`config.mk`:
```
export PLATFORM = sky130hd
export DESIGN_NAME = asc_shutoff
export DESIGN_NICKNAME = d
export VERILOG_FILES = /design/src/asc_sync3.sv /design/src/asc_shutoff.sv
export SDC_FILE = /design/constraint.sdc
export NUM_CORES = 1
export LEC_CHECK = 0
export BUFFER_PORTS_ARGS = -buffer_cell sky130_fd_sc_hd__buf_2
export CORE_UTILIZATION = 59
export DETAILED_ROUTE_END_ITERATION = 8
export GPL_TIMING_DRIVEN = 1
export PLACE_DENSITY_LB_ADDON = 0.3
export SLEW_MARGIN = 20
export SYNTH_ARGS = -nofsm -noshare
export SYNTH_HDL_FRONTEND = slang
export SYNTH_SLANG_ARGS = --single-unit
```
`constraint.sdc`:
```
create_clock -name clock -period 15.65 [get_ports clock]
set_clock_uncertainty 0.05 [all_clocks]
set_input_delay 3.13 -clock clock [delete_from_list [all_inputs] [get_ports clock]]
set_output_delay 3.13 -clock clock [all_outputs]
set_load 0.05 [all_outputs]
```
`src/asc_sync3.sv`:
```
// shut-off sequencer constants and the three-stage input synchroniser
`timescale 1ns/100ps
`default_nettype none
package asc_pkg;
    localparam int CLK_HZ        = 125_000_000;
    localparam int DCLK_HZ       = 20_480;
    localparam int TICK_US       = 100;
    localparam int TICK_CYC_DEF  = (CLK_HZ / 1_000_000) * TICK_US;
    localparam int PWM_CYC_DEF   = CLK_HZ / DCLK_HZ;

    localparam int T_LOW_US      = 7_800;
    localparam int T_BOOST_US    = 7_800;
    localparam int T_SAMPLE_US   = 15_600;
    localparam int T_PH0_US      = 200_000;
    localparam int T_PH1_SHORT_US = 500_000;
    localparam int T_PH1_LONG_US = 3_000_000;
    localparam int T_PH2_US      = 750_000;
    localparam int T_PH2_NO_US   = 500_000;
    localparam int T_CODE_US     = 250_000;
    localparam int T_WARM_US     = 90_000_000;
    localparam int T_5S_US       = 5_000_000;
    localparam int T_30S_US      = 30_000_000;
    localparam int T_1M_US       = 60_000_000;
    localparam int T_2M_US       = 120_000_000;
    localparam int T_4M_US       = 240_000_000;
    localparam int T_8M_US       = 480_000_000;
    localparam int T_10M_US      = 600_000_000;

    localparam logic [7:0]  N_LOW       = 8'(T_LOW_US / TICK_US);
    localparam logic [7:0]  N_BOOST     = 8'(T_BOOST_US / TICK_US);
    localparam logic [7:0]  N_SAMPLE    = 8'(T_SAMPLE_US / TICK_US);
    localparam logic [23:0] N_PH0       = 24'(T_PH0_US / TICK_US);
    localparam logic [23:0] N_PH1_SHORT = 24'(T_PH1_SHORT_US / TICK_US);
    localparam logic [23:0] N_PH1_LONG  = 24'(T_PH1_LONG_US / TICK_US);
    localparam logic [23:0] N_PH2       = 24'(T_PH2_US / TICK_US);
    localparam logic [23:0] N_PH2_NO    = 24'(T_PH2_NO_US / TICK_US);
    localparam logic [23:0] N_CODE      = 24'(T_CODE_US / TICK_US);
    localparam logic [23:0] N_WARM      = 24'(T_WARM_US / TICK_US);
    localparam logic [23:0] N_5S        = 24'(T_5S_US / TICK_US);
    localparam logic [23:0] N_30S       = 24'(T_30S_US / TICK_US);
    localparam logic [23:0] N_1M        = 24'(T_1M_US / TICK_US);
    localparam logic [23:0] N_2M        = 24'(T_2M_US / TICK_US);
    localparam logic [23:0] N_4M        = 24'(T_4M_US / TICK_US);
    localparam logic [23:0] N_8M        = 24'(T_8M_US / TICK_US);
    localparam logic [23:0] N_10M       = 24'(T_10M_US / TICK_US);
    localparam logic [23:0] N_NEVER     = 24'hFFFFFF;
    localparam logic [23:0] N_ZERO      = 24'h000000;

    // blink half period is 2^12 ticks, about 0.41 s
    localparam int BLINK_BIT = 12;

    // duty cycles in per-mille, indexed by {drive_duty_sel_hi, drive_duty_sel_lo}
    localparam int DUTY_PM  [4] = '{144, 280, 160, 310};
    localparam int BOOST_PM [4] = '{280, 430, 310, 480};

    // debounced position codes {up, level, down}
    localparam logic [2:0] POS_UP       = 3'h4;
    localparam logic [2:0] POS_UP_LEVEL = 3'h6;
    localparam logic [2:0] POS_LEVEL    = 3'h2;
    localparam logic [2:0] POS_LEVEL_DN = 3'h3;
    localparam logic [2:0] POS_DOWN     = 3'h1;

    typedef enum logic [5:0] {
        ST_RESET = 6'h01,
        ST_PH0   = 6'h02,
        ST_PH1   = 6'h04,
        ST_PH2   = 6'h08,
        ST_WARM  = 6'h10,
        ST_RUN   = 6'h20
    } asc_state_type;
endpackage

module asc_sync3 #(
    parameter int WIDTH = 1
) (
    input  wire logic             clock,   // system clock
    input  wire logic             rst,     // synchronous reset
    input  wire logic [WIDTH-1:0] d_in,    // asynchronous input
    output logic      [WIDTH-1:0] q_out    // filtered synchronous copy
);
    typedef struct packed {
        logic [WIDTH-1:0] s1;
        logic [WIDTH-1:0] s2;
        logic [WIDTH-1:0] s3;
        logic [WIDTH-1:0] q;
    } asc_sync_type;

    asc_sync_type r, n;

    always_comb begin
        n    = r;
        n.s1 = d_in;
        n.s2 = r.s1;
        n.s3 = r.s2;
        // only a level seen by both later stages counts
        for (int i = 0; i < WIDTH; i++) begin
            if (r.s2[i] == r.s3[i]) begin
                n.q[i] = r.s3[i];
            end
        end
    end

    always_ff @(posedge clock) begin
        if (rst) begin
            r <= '0;
        end else begin
            r <= n;
        end
    end

    assign q_out = r.q;
endmodule // asc_sync3

`default_nettype wire
```
`src/asc_shutoff.sv`:
```
// auto shut-off sequencer: start-up, heat-up, immobility timing and pulsed drivers
`timescale 1ns/100ps
`default_nettype none

module asc_shutoff #(
    parameter int TICK_CYC = asc_pkg::TICK_CYC_DEF,   // cycles per 100 us timing tick
    parameter int PWM_CYC  = asc_pkg::PWM_CYC_DEF     // cycles per switching period
) (
    input  wire logic       clock,                   // 125 MHz system clock
    input  wire logic       rst,                     // synchronous reset
    input  wire logic       supply_upper_threshold,  // supply above upper level
    input  wire logic       supply_lower_threshold,  // supply below lower level
    input  wire logic       sense_up,                // comparator: ball at up end
    input  wire logic       sense_level,             // comparator: ball in middle
    input  wire logic       sense_down,              // comparator: ball at down end
    input  wire logic       sensing_mode_sel,        // 0 position, 1 movement
    input  wire logic       warmup_hold_enable,      // 1 enables 90 s hold
    input  wire logic       phase_one_length_sel,    // 0 gives 0.5 s, 1 gives 3 s
    input  wire logic       drive_duty_sel_hi,       // duty select, upper bit
    input  wire logic       drive_duty_sel_lo,       // duty select, lower bit
    input  wire logic [2:0] version_sel,             // timing version minus one
    input  wire logic       relay_normally_open,     // normally-open relay variant
    input  wire logic [2:0] config_code_sel,         // third code frequency index
    output logic            shutoff_state,           // shut-off active
    output logic            relay_drive_out,         // pulsed coil drive
    output logic            indicator_drive_out,     // led drive
    output logic            device_in_reset          // sequencer held in reset
);
    typedef struct packed {
        asc_pkg::asc_state_type st;
        logic [15:0] tick_cnt;
        logic        tick;
        logic [23:0] phase_cnt;
        logic [7:0]  low_cnt;
        logic [7:0]  samp_cnt;
        logic [2:0]  samp1;
        logic [2:0]  samp2;
        logic [2:0]  stable;
        logic [23:0] idle_cnt;
        logic        shut;
        logic [23:0] shut_cnt;
        logic [7:0]  boost_cnt;
        logic [12:0] pwm_cnt;
        logic [12:0] half_cnt;
        logic [4:0]  dclk_cnt;
        logic        relay;
        logic        led;
    } asc_core_type;

    asc_core_type r, n;

    logic [1:0] supply_s;
    logic [2:0] pos_s;
    logic [1:0] duty_sel;
    logic       pos_change;
    logic       phase_done;
    logic [23:0] phase_len;
    logic [23:0] shut_delay;
    logic [23:0] blink_delay;
    logic [2:0]  pos_freq;
    logic [2:0]  cfg_freq;
    logic [12:0] duty_thr;
    logic        pwm_on;
    logic        blink_off;

    asc_sync3 #(.WIDTH(2)) u_supply_sync (
        .clock (clock),
        .rst   (rst),
        .d_in  ({supply_upper_threshold, supply_lower_threshold}),
        .q_out (supply_s)
    );

    asc_sync3 #(.WIDTH(3)) u_pos_sync (
        .clock (clock),
        .rst   (rst),
        .d_in  ({sense_up, sense_level, sense_down}),
        .q_out (pos_s)
    );

    assign duty_sel = {drive_duty_sel_hi, drive_duty_sel_lo};

    // shut-off delay for the held state; never means no shut-off
    always_comb begin
        shut_delay  = asc_pkg::N_NEVER;
        blink_delay = asc_pkg::N_ZERO;
        if (sensing_mode_sel) begin
            case (version_sel)
                3'h0: shut_delay = asc_pkg::N_30S;
                3'h1: begin
                    shut_delay  = asc_pkg::N_30S;
                    blink_delay = asc_pkg::N_4M;
                end
                3'h2: shut_delay = asc_pkg::N_4M;
                3'h3: shut_delay = asc_pkg::N_1M;
                3'h4: shut_delay = asc_pkg::N_10M;
                3'h5: shut_delay = asc_pkg::N_2M;
                3'h6: shut_delay = asc_pkg::N_8M;
                default: begin
                    shut_delay  = asc_pkg::N_30S;
                    blink_delay = asc_pkg::N_8M;
                end
            endcase
        end else begin
            // states between two comparators never time out
            case (r.stable)
                asc_pkg::POS_DOWN: shut_delay = asc_pkg::N_30S;
                asc_pkg::POS_LEVEL: begin
                    if (version_sel[1:0] == 2'h2) begin
                        shut_delay = asc_pkg::N_5S;
                    end else begin
                        shut_delay = asc_pkg::N_30S;
                    end
                end
                asc_pkg::POS_UP: begin
                    case (version_sel[1:0])
                        2'h0: shut_delay = asc_pkg::N_4M;
                        2'h1: shut_delay = asc_pkg::N_NEVER;
                        default: shut_delay = asc_pkg::N_8M;
                    endcase
                end
                default: shut_delay = asc_pkg::N_NEVER;
            endcase
        end
    end

    // length of the current start-up phase in ticks
    always_comb begin
        phase_len = asc_pkg::N_NEVER;
        case (r.st)
            asc_pkg::ST_PH0: phase_len = asc_pkg::N_PH0;
            asc_pkg::ST_PH1: begin
                if (phase_one_length_sel) begin
                    phase_len = asc_pkg::N_PH1_LONG;
                end else begin
                    phase_len = asc_pkg::N_PH1_SHORT;
                end
            end
            asc_pkg::ST_PH2: begin
                if (relay_normally_open) begin
                    phase_len = asc_pkg::N_PH2_NO;
                end else begin
                    phase_len = asc_pkg::N_PH2;
                end
            end
            asc_pkg::ST_WARM: phase_len = asc_pkg::N_WARM;
            default: phase_len = asc_pkg::N_NEVER;
        endcase
    end

    assign phase_done = r.tick && (r.phase_cnt >= phase_len - 24'h000001);

    // diagnostic divider index: each step halves 20.48 kHz
    always_comb begin
        case (r.stable)
            asc_pkg::POS_UP:       pos_freq = 3'h4;
            asc_pkg::POS_UP_LEVEL: pos_freq = 3'h3;
            asc_pkg::POS_LEVEL:    pos_freq = 3'h2;
            asc_pkg::POS_LEVEL_DN: pos_freq = 3'h1;
            asc_pkg::POS_DOWN:     pos_freq = 3'h0;
            default:               pos_freq = 3'h2;
        endcase
        if (config_code_sel > 3'h4) begin
            cfg_freq = 3'h4;
        end else begin
            cfg_freq = config_code_sel;
        end
    end

    // duty threshold within one switching period
    always_comb begin
        if (r.boost_cnt != 8'h00) begin
            duty_thr = 13'((PWM_CYC * asc_pkg::BOOST_PM[duty_sel]) / 1000);
        end else begin
            duty_thr = 13'((PWM_CYC * asc_pkg::DUTY_PM[duty_sel]) / 1000);
        end
    end

    assign pwm_on = r.pwm_cnt < duty_thr;

    // upright blinking in movement mode once the blink delay has run
    assign blink_off = sensing_mode_sel && (r.stable == asc_pkg::POS_UP)
                     && (r.shut_cnt >= blink_delay) && r.shut_cnt[asc_pkg::BLINK_BIT];

    always_comb begin
        n            = r;
        n.tick       = 1'b0;
        pos_change   = 1'b0;

        if (r.tick_cnt >= 16'(TICK_CYC - 1)) begin
            n.tick_cnt = 16'h0000;
            n.tick     = 1'b1;
        end else begin
            n.tick_cnt = r.tick_cnt + 16'h0001;
        end

        if (r.pwm_cnt >= 13'(PWM_CYC - 1)) begin
            n.pwm_cnt = 13'h0000;
        end else begin
            n.pwm_cnt = r.pwm_cnt + 13'h0001;
        end

        if (r.half_cnt >= 13'(PWM_CYC / 2 - 1)) begin
            n.half_cnt = 13'h0000;
            n.dclk_cnt = r.dclk_cnt + 5'h01;
        end else begin
            n.half_cnt = r.half_cnt + 13'h0001;
        end

        // supply back above the lower level clears the count, so only a long sag trips reset
        if (!supply_s[0]) begin
            n.low_cnt = 8'h00;
        end else if (r.tick && (r.low_cnt != 8'hFF)) begin
            n.low_cnt = r.low_cnt + 8'h01;
        end

        if (r.tick) begin
            n.phase_cnt = r.phase_cnt + 24'h000001;
            if (r.samp_cnt >= asc_pkg::N_SAMPLE - 8'h01) begin
                n.samp_cnt = 8'h00;
                n.samp1    = pos_s;
                n.samp2    = r.samp1;
                if ((pos_s == r.samp1) && (r.samp1 == r.samp2) && (pos_s != r.stable)) begin
                    n.stable   = pos_s;
                    pos_change = 1'b1;
                end
            end else begin
                n.samp_cnt = r.samp_cnt + 8'h01;
            end
        end

        case (r.st)
            asc_pkg::ST_RESET: begin
                n.shut = 1'b0;
                if (supply_s[1]) begin
                    n.st        = asc_pkg::ST_PH0;
                    n.phase_cnt = 24'h000000;
                end
            end
            asc_pkg::ST_PH0: begin
                n.shut = 1'b0;
                if (phase_done) begin
                    n.st        = asc_pkg::ST_PH1;
                    n.phase_cnt = 24'h000000;
                end
            end
            asc_pkg::ST_PH1: begin
                n.shut = 1'b0;
                if (phase_done) begin
                    n.st        = asc_pkg::ST_PH2;
                    n.phase_cnt = 24'h000000;
                end
            end
            asc_pkg::ST_PH2: begin
                n.shut = 1'b1;
                if (phase_done) begin
                    n.shut      = 1'b0;
                    n.idle_cnt  = 24'h000000;
                    n.phase_cnt = 24'h000000;
                    if (warmup_hold_enable) begin
                        n.st = asc_pkg::ST_WARM;
                    end else begin
                        n.st = asc_pkg::ST_RUN;
                    end
                end
            end
            asc_pkg::ST_WARM: begin
                n.shut = 1'b0;
                if (phase_done) begin
                    n.st       = asc_pkg::ST_RUN;
                    n.idle_cnt = 24'h000000;
                end
            end
            asc_pkg::ST_RUN: begin
                if (pos_change) begin
                    n.idle_cnt = 24'h000000;
                    n.shut     = 1'b0;
                end else begin
                    if (r.tick && (r.idle_cnt != asc_pkg::N_NEVER)) begin
                        n.idle_cnt = r.idle_cnt + 24'h000001;
                    end
                    if (!r.shut && (shut_delay != asc_pkg::N_NEVER) && (r.idle_cnt >= shut_delay)) begin
                        n.shut     = 1'b1;
                        n.shut_cnt = 24'h000000;
                    end
                end
                if (r.shut && r.tick && (r.shut_cnt != asc_pkg::N_NEVER)) begin
                    n.shut_cnt = r.shut_cnt + 24'h000001;
                end
            end
            default: begin
                n.st   = asc_pkg::ST_RESET;
                n.shut = 1'b0;
            end
        endcase

        if ((r.st != asc_pkg::ST_RESET) && (r.low_cnt > asc_pkg::N_LOW)) begin
            n.st   = asc_pkg::ST_RESET;
            n.shut = 1'b0;
        end

        // boost window starts when the shut-off state is entered
        if (n.shut && !r.shut) begin
            n.boost_cnt = asc_pkg::N_BOOST;
        end else if (!r.shut) begin
            n.boost_cnt = 8'h00;
        end else if (r.tick && (r.boost_cnt != 8'h00)) begin
            n.boost_cnt = r.boost_cnt - 8'h01;
        end

        n.relay = r.shut && pwm_on;

        case (r.st)
            asc_pkg::ST_PH2: begin
                if (r.phase_cnt < asc_pkg::N_CODE) begin
                    n.led = r.dclk_cnt[0];
                end else if ((r.phase_cnt < asc_pkg::N_CODE + asc_pkg::N_CODE) || relay_normally_open) begin
                    n.led = r.dclk_cnt[pos_freq];
                end else begin
                    n.led = r.dclk_cnt[cfg_freq];
                end
            end
            asc_pkg::ST_RUN: n.led = r.shut && pwm_on && !blink_off;
            default: n.led = 1'b0;
        endcase
    end

    always_ff @(posedge clock) begin
        if (rst) begin
            r <= '{st: asc_pkg::ST_RESET, default: '0};
        end else begin
            r <= n;
        end
    end

    assign shutoff_state       = r.shut;
    assign relay_drive_out     = r.relay;
    assign indicator_drive_out = r.led;
    assign device_in_reset     = (r.st == asc_pkg::ST_RESET);
endmodule // asc_shutoff

`default_nettype wire

```
# Word level (Yosys, flattened, before mapping)
# Index checks and enable logic that the tools add are counted.
classes:
  n_addsub: 11
  mul: 2
  div: 2
  order_cmp: 15
  eq_ne: 40
  muxes: 55
  bitwise: 4
  reduce_logical: 38
op_table:
  columns: ["op", "count"]
  rows:
  - ["$mux W24", 8]
  - ["$pmux W24 S3", 2]
  - ["$bmux W32 S2", 2]
  - ["$mux W32", 4]
  - ["$pmux W23 S5", 1]
  - ["$pmux W24 S2", 2]
  - ["$pmux W24 S4", 1]
  - ["$mux W25", 3]
  - ["$add A24 B1 Y24 const B", 3]
  - ["$ge A24 B24 Y1", 3]
  - ["$ne A24 B24 Y1 const B", 3]
  - ["$div A32 B11 Y32 const B", 2]
  - ["$mul A14 B32 Y32 const A", 2]
  - ["$pmux W23 S2", 1]
  - ["$mux W6", 6]
  - ["$pmux W6 S6", 1]
  - ["$add A13 B1 Y13 const B", 2]
  - ["$lt A24 B12 Y1 const B", 1]
  - ["$lt A24 B13 Y1 const B", 1]
  - ["$sub A24 B1 Y24 const B", 1]
  - ["$mux W23", 1]
  - ["$mux W7", 3]
  - ["$mux W19", 1]
  - ["$logic_and A1 B1 Y1", 17]
  - ["58 further kinds", 96]
word_totals:
  regBits: 182
  input_bits: 19
  output_inout_bits: 4

# Longest topological paths before layout
# Gate-level depths: netlist (run 1).
depth:
  depth_word: 13
  mapped_depth: 63

# Cells and area by module
# Synthesis (run 1) repeated with hierarchy kept, for this count alone.
unflattened:
  hier_cells: 2047
  area_unflattened_um2: 15859.0
modules_own_cells:
  columns: ["mod", "n_inst", "cells_per_inst", "area_per_inst_um2", "seq_area_each_um2"]
  rows:
  - ["asc_shutoff", 1, 1991, 15205.8, 3243.1]
  - ["asc_sync3 at u_pos_sync", 1, 34, 410.4, 240.2]
  - ["asc_sync3 at u_supply_sync", 1, 22, 242.7, 160.2]

# Worst setup path before layout (run 1)
# No wires, ideal clock.
synth_timing:
  kind: "input -> register"
  from: "input port drive_duty_sel_hi"
  to: "register r, in the netlist indicator_drive_out"
  setup_time_ps: 60
  arrival_ps: 15883
  t_required_ps: 15540
  setup_slack_ps: -343
  stages: 54
  n_path_buf: 3
  cell_sequence: "inv_1 > ha_1 > ha_1 > clkbuf_1 > nor2b_1 > xnor2_1 > ha_1 > fa_1 > ha_1 > ha_1 > nand2b_1 > or4_1 > a21boi_0 > mux2_2 > or2_0 > buf_2 > nor4_1 > nor2_1 > (+18 left out) > o22ai_2 > or2_1 > a311o_1 > a21o_1 > a211oi_2 > o21ai_2 > nor3b_2 > nor2_1 > ha_1 > a21o_1 > a21o_1 > a21oi_1 > o311ai_0 > nor2_1 > o221ai_1 > nor4b_1 > a21o_1 > a31o_1"
synth_between:
  elab_chain_cells: 11
  word_cells_on_any_way: 16
  cone_classes: "mul: 2; div: 2; order compare: 1; mux: 8; bitwise: 1; reduce/logical: 2"
synth_lines:
  columns: ["element", "line_no", "source"]
  rows:
  - ["from (decl)", "asc_shutoff.sv:19", "input wire logic drive_duty_sel_hi,"]
  - ["$not A2 Y3 (implied by the code) *", "asc_shutoff.sv:172, asc_shutoff.sv:174", null]
  - ["$bmux W32 S2, on equally long branches", "asc_shutoff.sv:174, asc_shutoff.sv:172", null]
  - ["$mux W32, on equally long branches (2 in a row)", "asc_shutoff.sv:174, asc_shutoff.sv:172", null]
  - ["$mul A14 B32 Y32, on equally long branches", "asc_shutoff.sv:174, asc_shutoff.sv:172", null]
  - ["$div A32 B11 Y32, on equally long branches", "asc_shutoff.sv:174, asc_shutoff.sv:172", null]
  - ["$mux W13 *", "asc_shutoff.sv:171", "if (r.boost_cnt != 8'h00) begin"]
  - ["$lt A13 B13 Y1 *", "asc_shutoff.sv:178", "assign pwm_on = r.pwm_cnt < duty_thr;"]
  - ["$logic_and A1 B1 Y1 * (2 in a row)", "asc_shutoff.sv:322", "asc_pkg::ST_RUN: n.led = r.shut && pwm_on && !blink_off;"]
  - ["$pmux W1 S2 *", "asc_shutoff.sv:312", "case (r.st)"]
  - ["to (signal assigned)", "asc_shutoff.sv:331", "r <= n;"]
  - ["to (decl)", "asc_shutoff.sv:50", "asc_core_type r, n;"]
# Every way passes the cells marked *; elsewhere a longest branch is shown, timed or not. The select of a mux whose other input is x is not followed.
# A chain may end at the register's enable or synchronous reset.

# Worst setup path after layout (run 1)
layout_timing:
  from: "input port drive_duty_sel_lo"
  to: "register r, in the netlist indicator_drive_out"
layout_between:
  elab_chain_cells: 11
  word_cells_on_any_way: 16
  cone_classes: "mul: 2; div: 2; order compare: 1; mux: 8; bitwise: 1; reduce/logical: 2"
layout_lines:
  columns: ["element", "line_no", "source"]
  rows:
  - ["from (decl)", "asc_shutoff.sv:20", "input wire logic drive_duty_sel_lo,"]
  - ["$not A2 Y3 (implied by the code) *", "asc_shutoff.sv:172, asc_shutoff.sv:174", null]
  - ["$bmux W32 S2, on equally long branches", "asc_shutoff.sv:174, asc_shutoff.sv:172", null]
  - ["$mux W32, on equally long branches (2 in a row)", "asc_shutoff.sv:174, asc_shutoff.sv:172", null]
  - ["$mul A14 B32 Y32, on equally long branches", "asc_shutoff.sv:174, asc_shutoff.sv:172", null]
  - ["$div A32 B11 Y32, on equally long branches", "asc_shutoff.sv:174, asc_shutoff.sv:172", null]
  - ["$mux W13 *", "asc_shutoff.sv:171", null]
  - ["$lt A13 B13 Y1 *", "asc_shutoff.sv:178", null]
  - ["$logic_and A1 B1 Y1 * (2 in a row)", "asc_shutoff.sv:322", null]
  - ["$pmux W1 S2 *", "asc_shutoff.sv:312", null]
# Marked as above.

==> reports/metrics.csv, run 1 <==
metric,value,unit
Post-Synth Adder-Cell Area,11.1,%
Routability Congestion,0.958,
CTS H-Tree Depth,4,
share of post-route cells with drive strength above 1,21.4,%
Final Critical Period,15340,ps
"Seq/Total Area, Yosys",22.9,%
max-cap violation count,0,
area delta synth->final,21.7,%
Routed Antenna Nets,0,
worst reg2reg path depth,52,
Rel. slew slack,25.7,%
gr ovfl total,0,
Final Hold Violating Endpoints,0,
Worst-Skew Late Latency,450,ps
final WL,44400,µm
core region area,26300,µm²
global-route wire length before repair,72800,µm
unrepaired setup endpoints after global routing,true,
fraction of registers with async set/reset,0,%
power per cell area,258,nW/µm²
total number of vias,16308,
crit path launch,drive_duty_sel_lo,
Ant. Diodes,0,
Crit path required time,15990,ps
final non-filler cell area,19400,µm²
Final Util,73.8,%
simple-gate share of the synthesized area,26.5,%
CP max stage delay,530,ps
crit path capture type,flop,
"Top FF cell, synth",dfxtp_1,
Pre-Repair DR Iteration Count,5,
syn_area_per_cell,7.77,µm²
initial antenna violation count,0,
Max clock buf depth,2,
largest family of logic cells by synthesized area,simple AND/OR/NAND/NOR gates,
Post-DP Area,18000,µm²
vias in the first global route,15515,
Static Leak,8.08,nW
Die W,166,µm
FP Rows,59,
Ys Warns,0,
"EDFF count, synth",0,
CTS buffer count,17,
slowest library cell on the worst path,or4_4,
vias per cell,6.19,
Die ar.,27700,µm²
IO buf count,22,
DR WL/cell,16.9,µm
crit path max fanout,8,
Synth Area in XOR/XNOR,8.62,%
status,"finished, final reports clean",
Crit Path Class,input pin to flop,
final setup violation count,0,
I/O pin cnt,23,
pins over their slew limit,0,
clk root buf,clkbuf_16,
pin count of the biggest net entering global routing,50,
peak supply drop,0.360,mV
HPWL after DPL,32900,µm
Critical Path End,indicator_drive_out,
NumNets Final,2444,
Tot GR Track Use,31.2,%
RR Startpoint,r[35],
CTS tree,built,
Synth cell types,120,
DIE HEIGHT,166,µm
Compound-Gate Fraction of Synth Area,24.7,%
Worst Hold Class,flop to flop,
fmax,65.2,MHz
reg2reg setup slack,4010,ps
DRC errors left,0,
register bit total from synthesis,182,
reg2reg end,indicator_drive_out,
Starting DRT DRC Count,1290,
Worst-path clk slew,70,ps
Post-Syn Instances,2052,
most frequent CP cell,buf_4,
Worst EP arrival,15680,ps
crit path launch type,input pin,
Least-Margin Pin Slew,1110,ps
Synth Cell Area,15900,µm²
post-synthesis mux area share,2.68,%
clock sinks,182,
final period utilization,98.0,%
Initial Utilization,60.6,%
CTS Hold Bufs,0,
[cell families after synthesis]
family,count (synthesis)
buffers and inverters,126
XOR/XNOR,156
flip-flops,182
multiplexers,38
AND/OR/NAND/NOR,861
AO/OA/AOI/OAI,546
adder cells (fa/ha/maj),141
other,2
[cell usage after synthesis (18+ instances only)]
cell	instances	area share (%)
a21oi_1	117	3.7
o21ai_0	102	3.2
and2_1	28	1.1
ha_1	137	11
xnor2_1	77	4.2
mux2i_1	28	1.8
clkbuf_1	44	1.0
nand2_1	176	4.1
nand3_1	66	2.1
nand4_1	37	1.5
o21a_1	19	0.89
nor2_1	268	6.3
nand2b_1	32	1.3
nor3_1	56	1.8
inv_1	54	1.3
o211ai_1	24	1.1
nor4_1	18	0.71
dfxtp_1	182	23
and3_1	38	1.5
o22ai_1	19	0.75
a31oi_1	20	0.79
or3_1	27	1.1
nor2b_1	48	1.9
a211oi_1	18	0.85
xor2_1	78	4.3
a21o_1	27	1.3
[sequential cells by signal, indices dropped and copies added (netlist names)]
signal and cells:
shutoff_state 1, u_supply_sync.q_out 2, u_pos_sync.r 3, u_supply_sync.r 2
u_pos_sync.n 6, u_pos_sync.q_out 3, relay_drive_out 1, r 159
indicator_drive_out 1, u_supply_sync.n 4
[power breakdown]
part	internal, W	switching (W)
combinational	0.00199	0.00211
clock	0.000232	0.000211
sequential	0.000468	0.00000438
[through the flow]
step	hold WS (ps)	std cells	total power, W	TNS [ps]	setup slack (ps)
after global placement	368	2591	0.00405	0	44.9
after detailed placement	376	2591	0.00414	-606	-373
final	397	2634	0.00501	0	309
after floorplan	364	2057	0.00268	0	17.6
after CTS	395	2623	0.00460	0	57.9
after global routing	411	2634	0.00537	-256	-204
[placed cells by master (no fill, tap or decap), drive strengths merged, types with 17 or more instances in the layout]
master  count
o21ai     118
nor3       60
a211oi     24
clkbuf     17
and3       38
nand3      67
xor2       78
o21a       19
dfxtp     182
xnor2      78
nor2b      48
nand2b     32
inv        62
nor4       18
o211ai     27
nand2     176
a21o       28
nor2      271
or2        19
and2       28
a21oi     122
nand4      37
o22ai      20
buf       280
a31oi      23
mux2i      30
or3        28
ha        137
[worst min-delay path by stage]
| stage | from | endpoint | slack [ps] | cells past startpoint |
|---|---|---|---|---|
| 6_report | u_supply_sync.n[5] | u_supply_sync.n[3] | 400 | 1 |
| 2_1_floorplan | u_pos_sync.n[6] | u_pos_sync.n[3] | 360 | 1 |
| 4_1_cts | u_supply_sync.n[5] | u_supply_sync.n[3] | 390 | 1 |
| 3_3_place_gp | u_pos_sync.n[6] | u_pos_sync.n[3] | 370 | 1 |
| 5_1_grt | u_pos_sync.n[8] | u_pos_sync.n[5] | 410 | 1 |
| 3_5_place_dp | u_supply_sync.n[5] | u_supply_sync.n[3] | 380 | 1 |
[layout make-up]
type | instances | area, µm²
Sequential cell | 182 | 3640
Inverter | 56 | 210
Multi-Input combinational cell | 1749 | 12400
Fill cell | 1948 | 6880
Tap cell | 335 | 419
Timing Repair Buffer | 280 | 2060
Clock buffer | 17 | 425
Clock inverter | 15 | 200
[critical path: cells and delay by family]
family,cells,cell delay (ps)
compound gates,29,6180
xor+xnor,1,130
fa+ha+maj,8,2000
buf+inv,8,1260
mux,1,120
simple gates,13,2840
[per-layer routing]
metal	GRT usage, %	part of all wire [%]	up-vias
met5	0	0	-
met4	10.0	2.3	0
met3	4.74	5.5	79
met2	55.7	49	546
met1	38.2	43	7699
li1	-	-	7984
[repair_timing]
item,CTS,global route
gates resized for setup,0,137
setup buffers,0,11
endpoints found under the setup margin,0,2
No activity file was read; power rests on OpenSTA's default activity.
==> inputs of run 2 (changes only) <==
--- a/config.mk
+++ b/config.mk
@@ -6,7 +6,7 @@
 export NUM_CORES = 1
 export LEC_CHECK = 0
 export BUFFER_PORTS_ARGS = -buffer_cell sky130_fd_sc_hd__buf_2
-export CORE_UTILIZATION = 59
+export CORE_UTILIZATION = 27
 export DETAILED_ROUTE_END_ITERATION = 8
 export GPL_TIMING_DRIVEN = 1
 export PLACE_DENSITY_LB_ADDON = 0.3
==> constraint.sdc (replaced) <==
create_clock -name clock -period 15.8 [get_ports clock]
set_clock_uncertainty 0.05 [all_clocks]
set_input_delay 3.16 -clock clock [delete_from_list [all_inputs] [get_ports clock]]
set_output_delay 3.16 -clock clock [all_outputs]
set_load 0.05 [all_outputs]
==> run 2 against run 1 <==
Effect of this change: final cell count increased by 18%; combinational power up 3%; global-route usage shrank 16 points; setup slack gained 180 ps; sequential power down 1%; via count down 1.7%; non-clock buffer count increased by 49; final area up 4.4%; critical endpoint unchanged; largest cell class unchanged; largest power group unchanged.
==> reports/metrics.csv, run 2 (synthesis results as in run 1) <==
metric,value,unit
status,"finished, final reports clean",
HPWL after DPL,34600,µm
max-cap violation count,0,
Final Hold Violating Endpoints,0,
crit-path leading delay family,compound AO/OA/AOI/OAI gates,
cell-internal power,0.00273,W
power per cell area,252,nW/µm²
Routed Antenna Nets,0,
pin count of the biggest net entering global routing,50,
gr ovfl total,0,
Placed Cells,3067,
Initial Utilization,27.5,%
share of post-route cells with drive strength above 1,22.9,%
Final TNS setup,0,ps
CTS H-Tree Depth,4,
most frequent CP cell,buf_4,
final WL,45400,µm
Static Leak,8.30,nW
"commonest non-fill, non-tap cell in the layout",buf_4,
DR WL/cell,14.6,µm
IO buf count,22,
Ant. Diodes,0,
CTS Hold Bufs,0,
Die W,245,µm
total number of vias,16030,
Tot GR Track Use,14.8,%
peak supply drop,0.348,mV
Crit Path Class,input pin to flop,
global-route wire length before repair,75200,µm
"commonest cells after routing, fill and taps aside","buf_4, nor2_1, dfxtp_1, nand2_1, ha_1",
clock sinks,182,
CTS tree,built,
crit path max fanout,7,
core region area,58000,µm²
switching power total,0.00237,W
Routability Congestion,0.888,
vias per cell,5.15,
Switching Share,46.4,%
Rel. slew slack,30.2,%
Biggest register,r,
NumNets Final,2494,
I/O pin cnt,23,
FP Rows,88,
Worst EP arrival,15640,ps
area delta synth->final,27.0,%
CP max stage delay,550,ps
crit path launch type,input pin,
DRC errors left,0,
Final Critical Period,15310,ps
FF/Latch Area,3640,µm²
fmax,65.3,MHz
slowest library cell on the worst path,o41a_4,
vias in the first global route,15448,
fill count,6028,
CP Buf/Inv Count,9,
crit path capture type,flop,
initial antenna violation count,0,
footprint of the multi-input gates,12400,µm²
Die ar.,60000,µm²
Max clock buf depth,2,
power share of the clock group,8.2,%
final setup violation count,0,
max reg flops,159,
Worst-Skew Late Latency,450,ps
Worst Hold Class,flop to flop,
pins over their slew limit,0,
Flop pwr share,9.2,%
Crit path required time,16130,ps
CTS buffer count,17,
Starting DRT DRC Count,938,
clk root buf,clkbuf_16,
Least-Margin Pin Slew,1040,ps
non-filler cells in the finished layout,3114,
Pre-Repair DR Iteration Count,5,
final period utilization,96.9,%
DIE HEIGHT,245,µm
combinational power share,82.6,%
Worst-path clk slew,80,ps
run 2: final timing paths:
path,endpoint,cells after the start,slack (ps),startpoint
setup / recovery,indicator_drive_out,62,490,drive_duty_sel_lo
hold / removal,u_pos_sync.n[5],1,390,u_pos_sync.n[8]
setup reg to reg,indicator_drive_out,49,4380,r[35]
hold reg to reg,u_pos_sync.n[5],1,390,u_pos_sync.n[8]
run 2: area by class of cell:
cell class	count	share of cell area, %
clock buffers	17	2.10
multi-input cells	1750	61.4
repair buffers	329	12.0
clock inverters	15	0.779
inverters	56	1.04
flip-flops and latches	182	18.0
well taps	765	4.73
run 2: routing by layer:
| layer | global-route usage [%] | vias to the layer above | part of all wire [%] |
|---|---|---|---|
| met4 | 3.58 | 0 | 1.6 |
| met2 | 25.5 | 275 | 48 |
| met3 | 1.87 | 62 | 3.1 |
| met5 | 0 | - | 0 |
| li1 | - | 8064 | - |
| met1 | 19.5 | 7629 | 48 |
run 2: power groups by stage:
stage	registers (W)	clock network [W]	logic, W
global placement	0.000478	0	0.00376
global route	0.000468	0.000452	0.00453
finish	0.000467	0.000420	0.00421
CTS	0.000467	0.000434	0.00381
floorplan	0.000477	0	0.00217
detailed placement	0.000478	0	0.00378
run 2: repair_timing:
item	4_1_cts	5_1_grt
setup buffers	0	13
gates resized for setup	1	130
pin swaps	0	41
setup endpoints to repair	1	2
gates cloned	0	2
run 2: through the flow:
stage	hold slack [ps]	util [%]	setup slack, ps	area [µm²]	total power, W
detailed placement	378	32.6	-402	18900	0.00426
global placement	371	32.6	-200	18900	0.00424
finish	392	34.9	491	20200	0.00510
floorplan	364	-	3.27	16000	0.00264
CTS	398	33.6	11.8	19500	0.00471
global route	413	34.9	-56.6	20200	0.00545
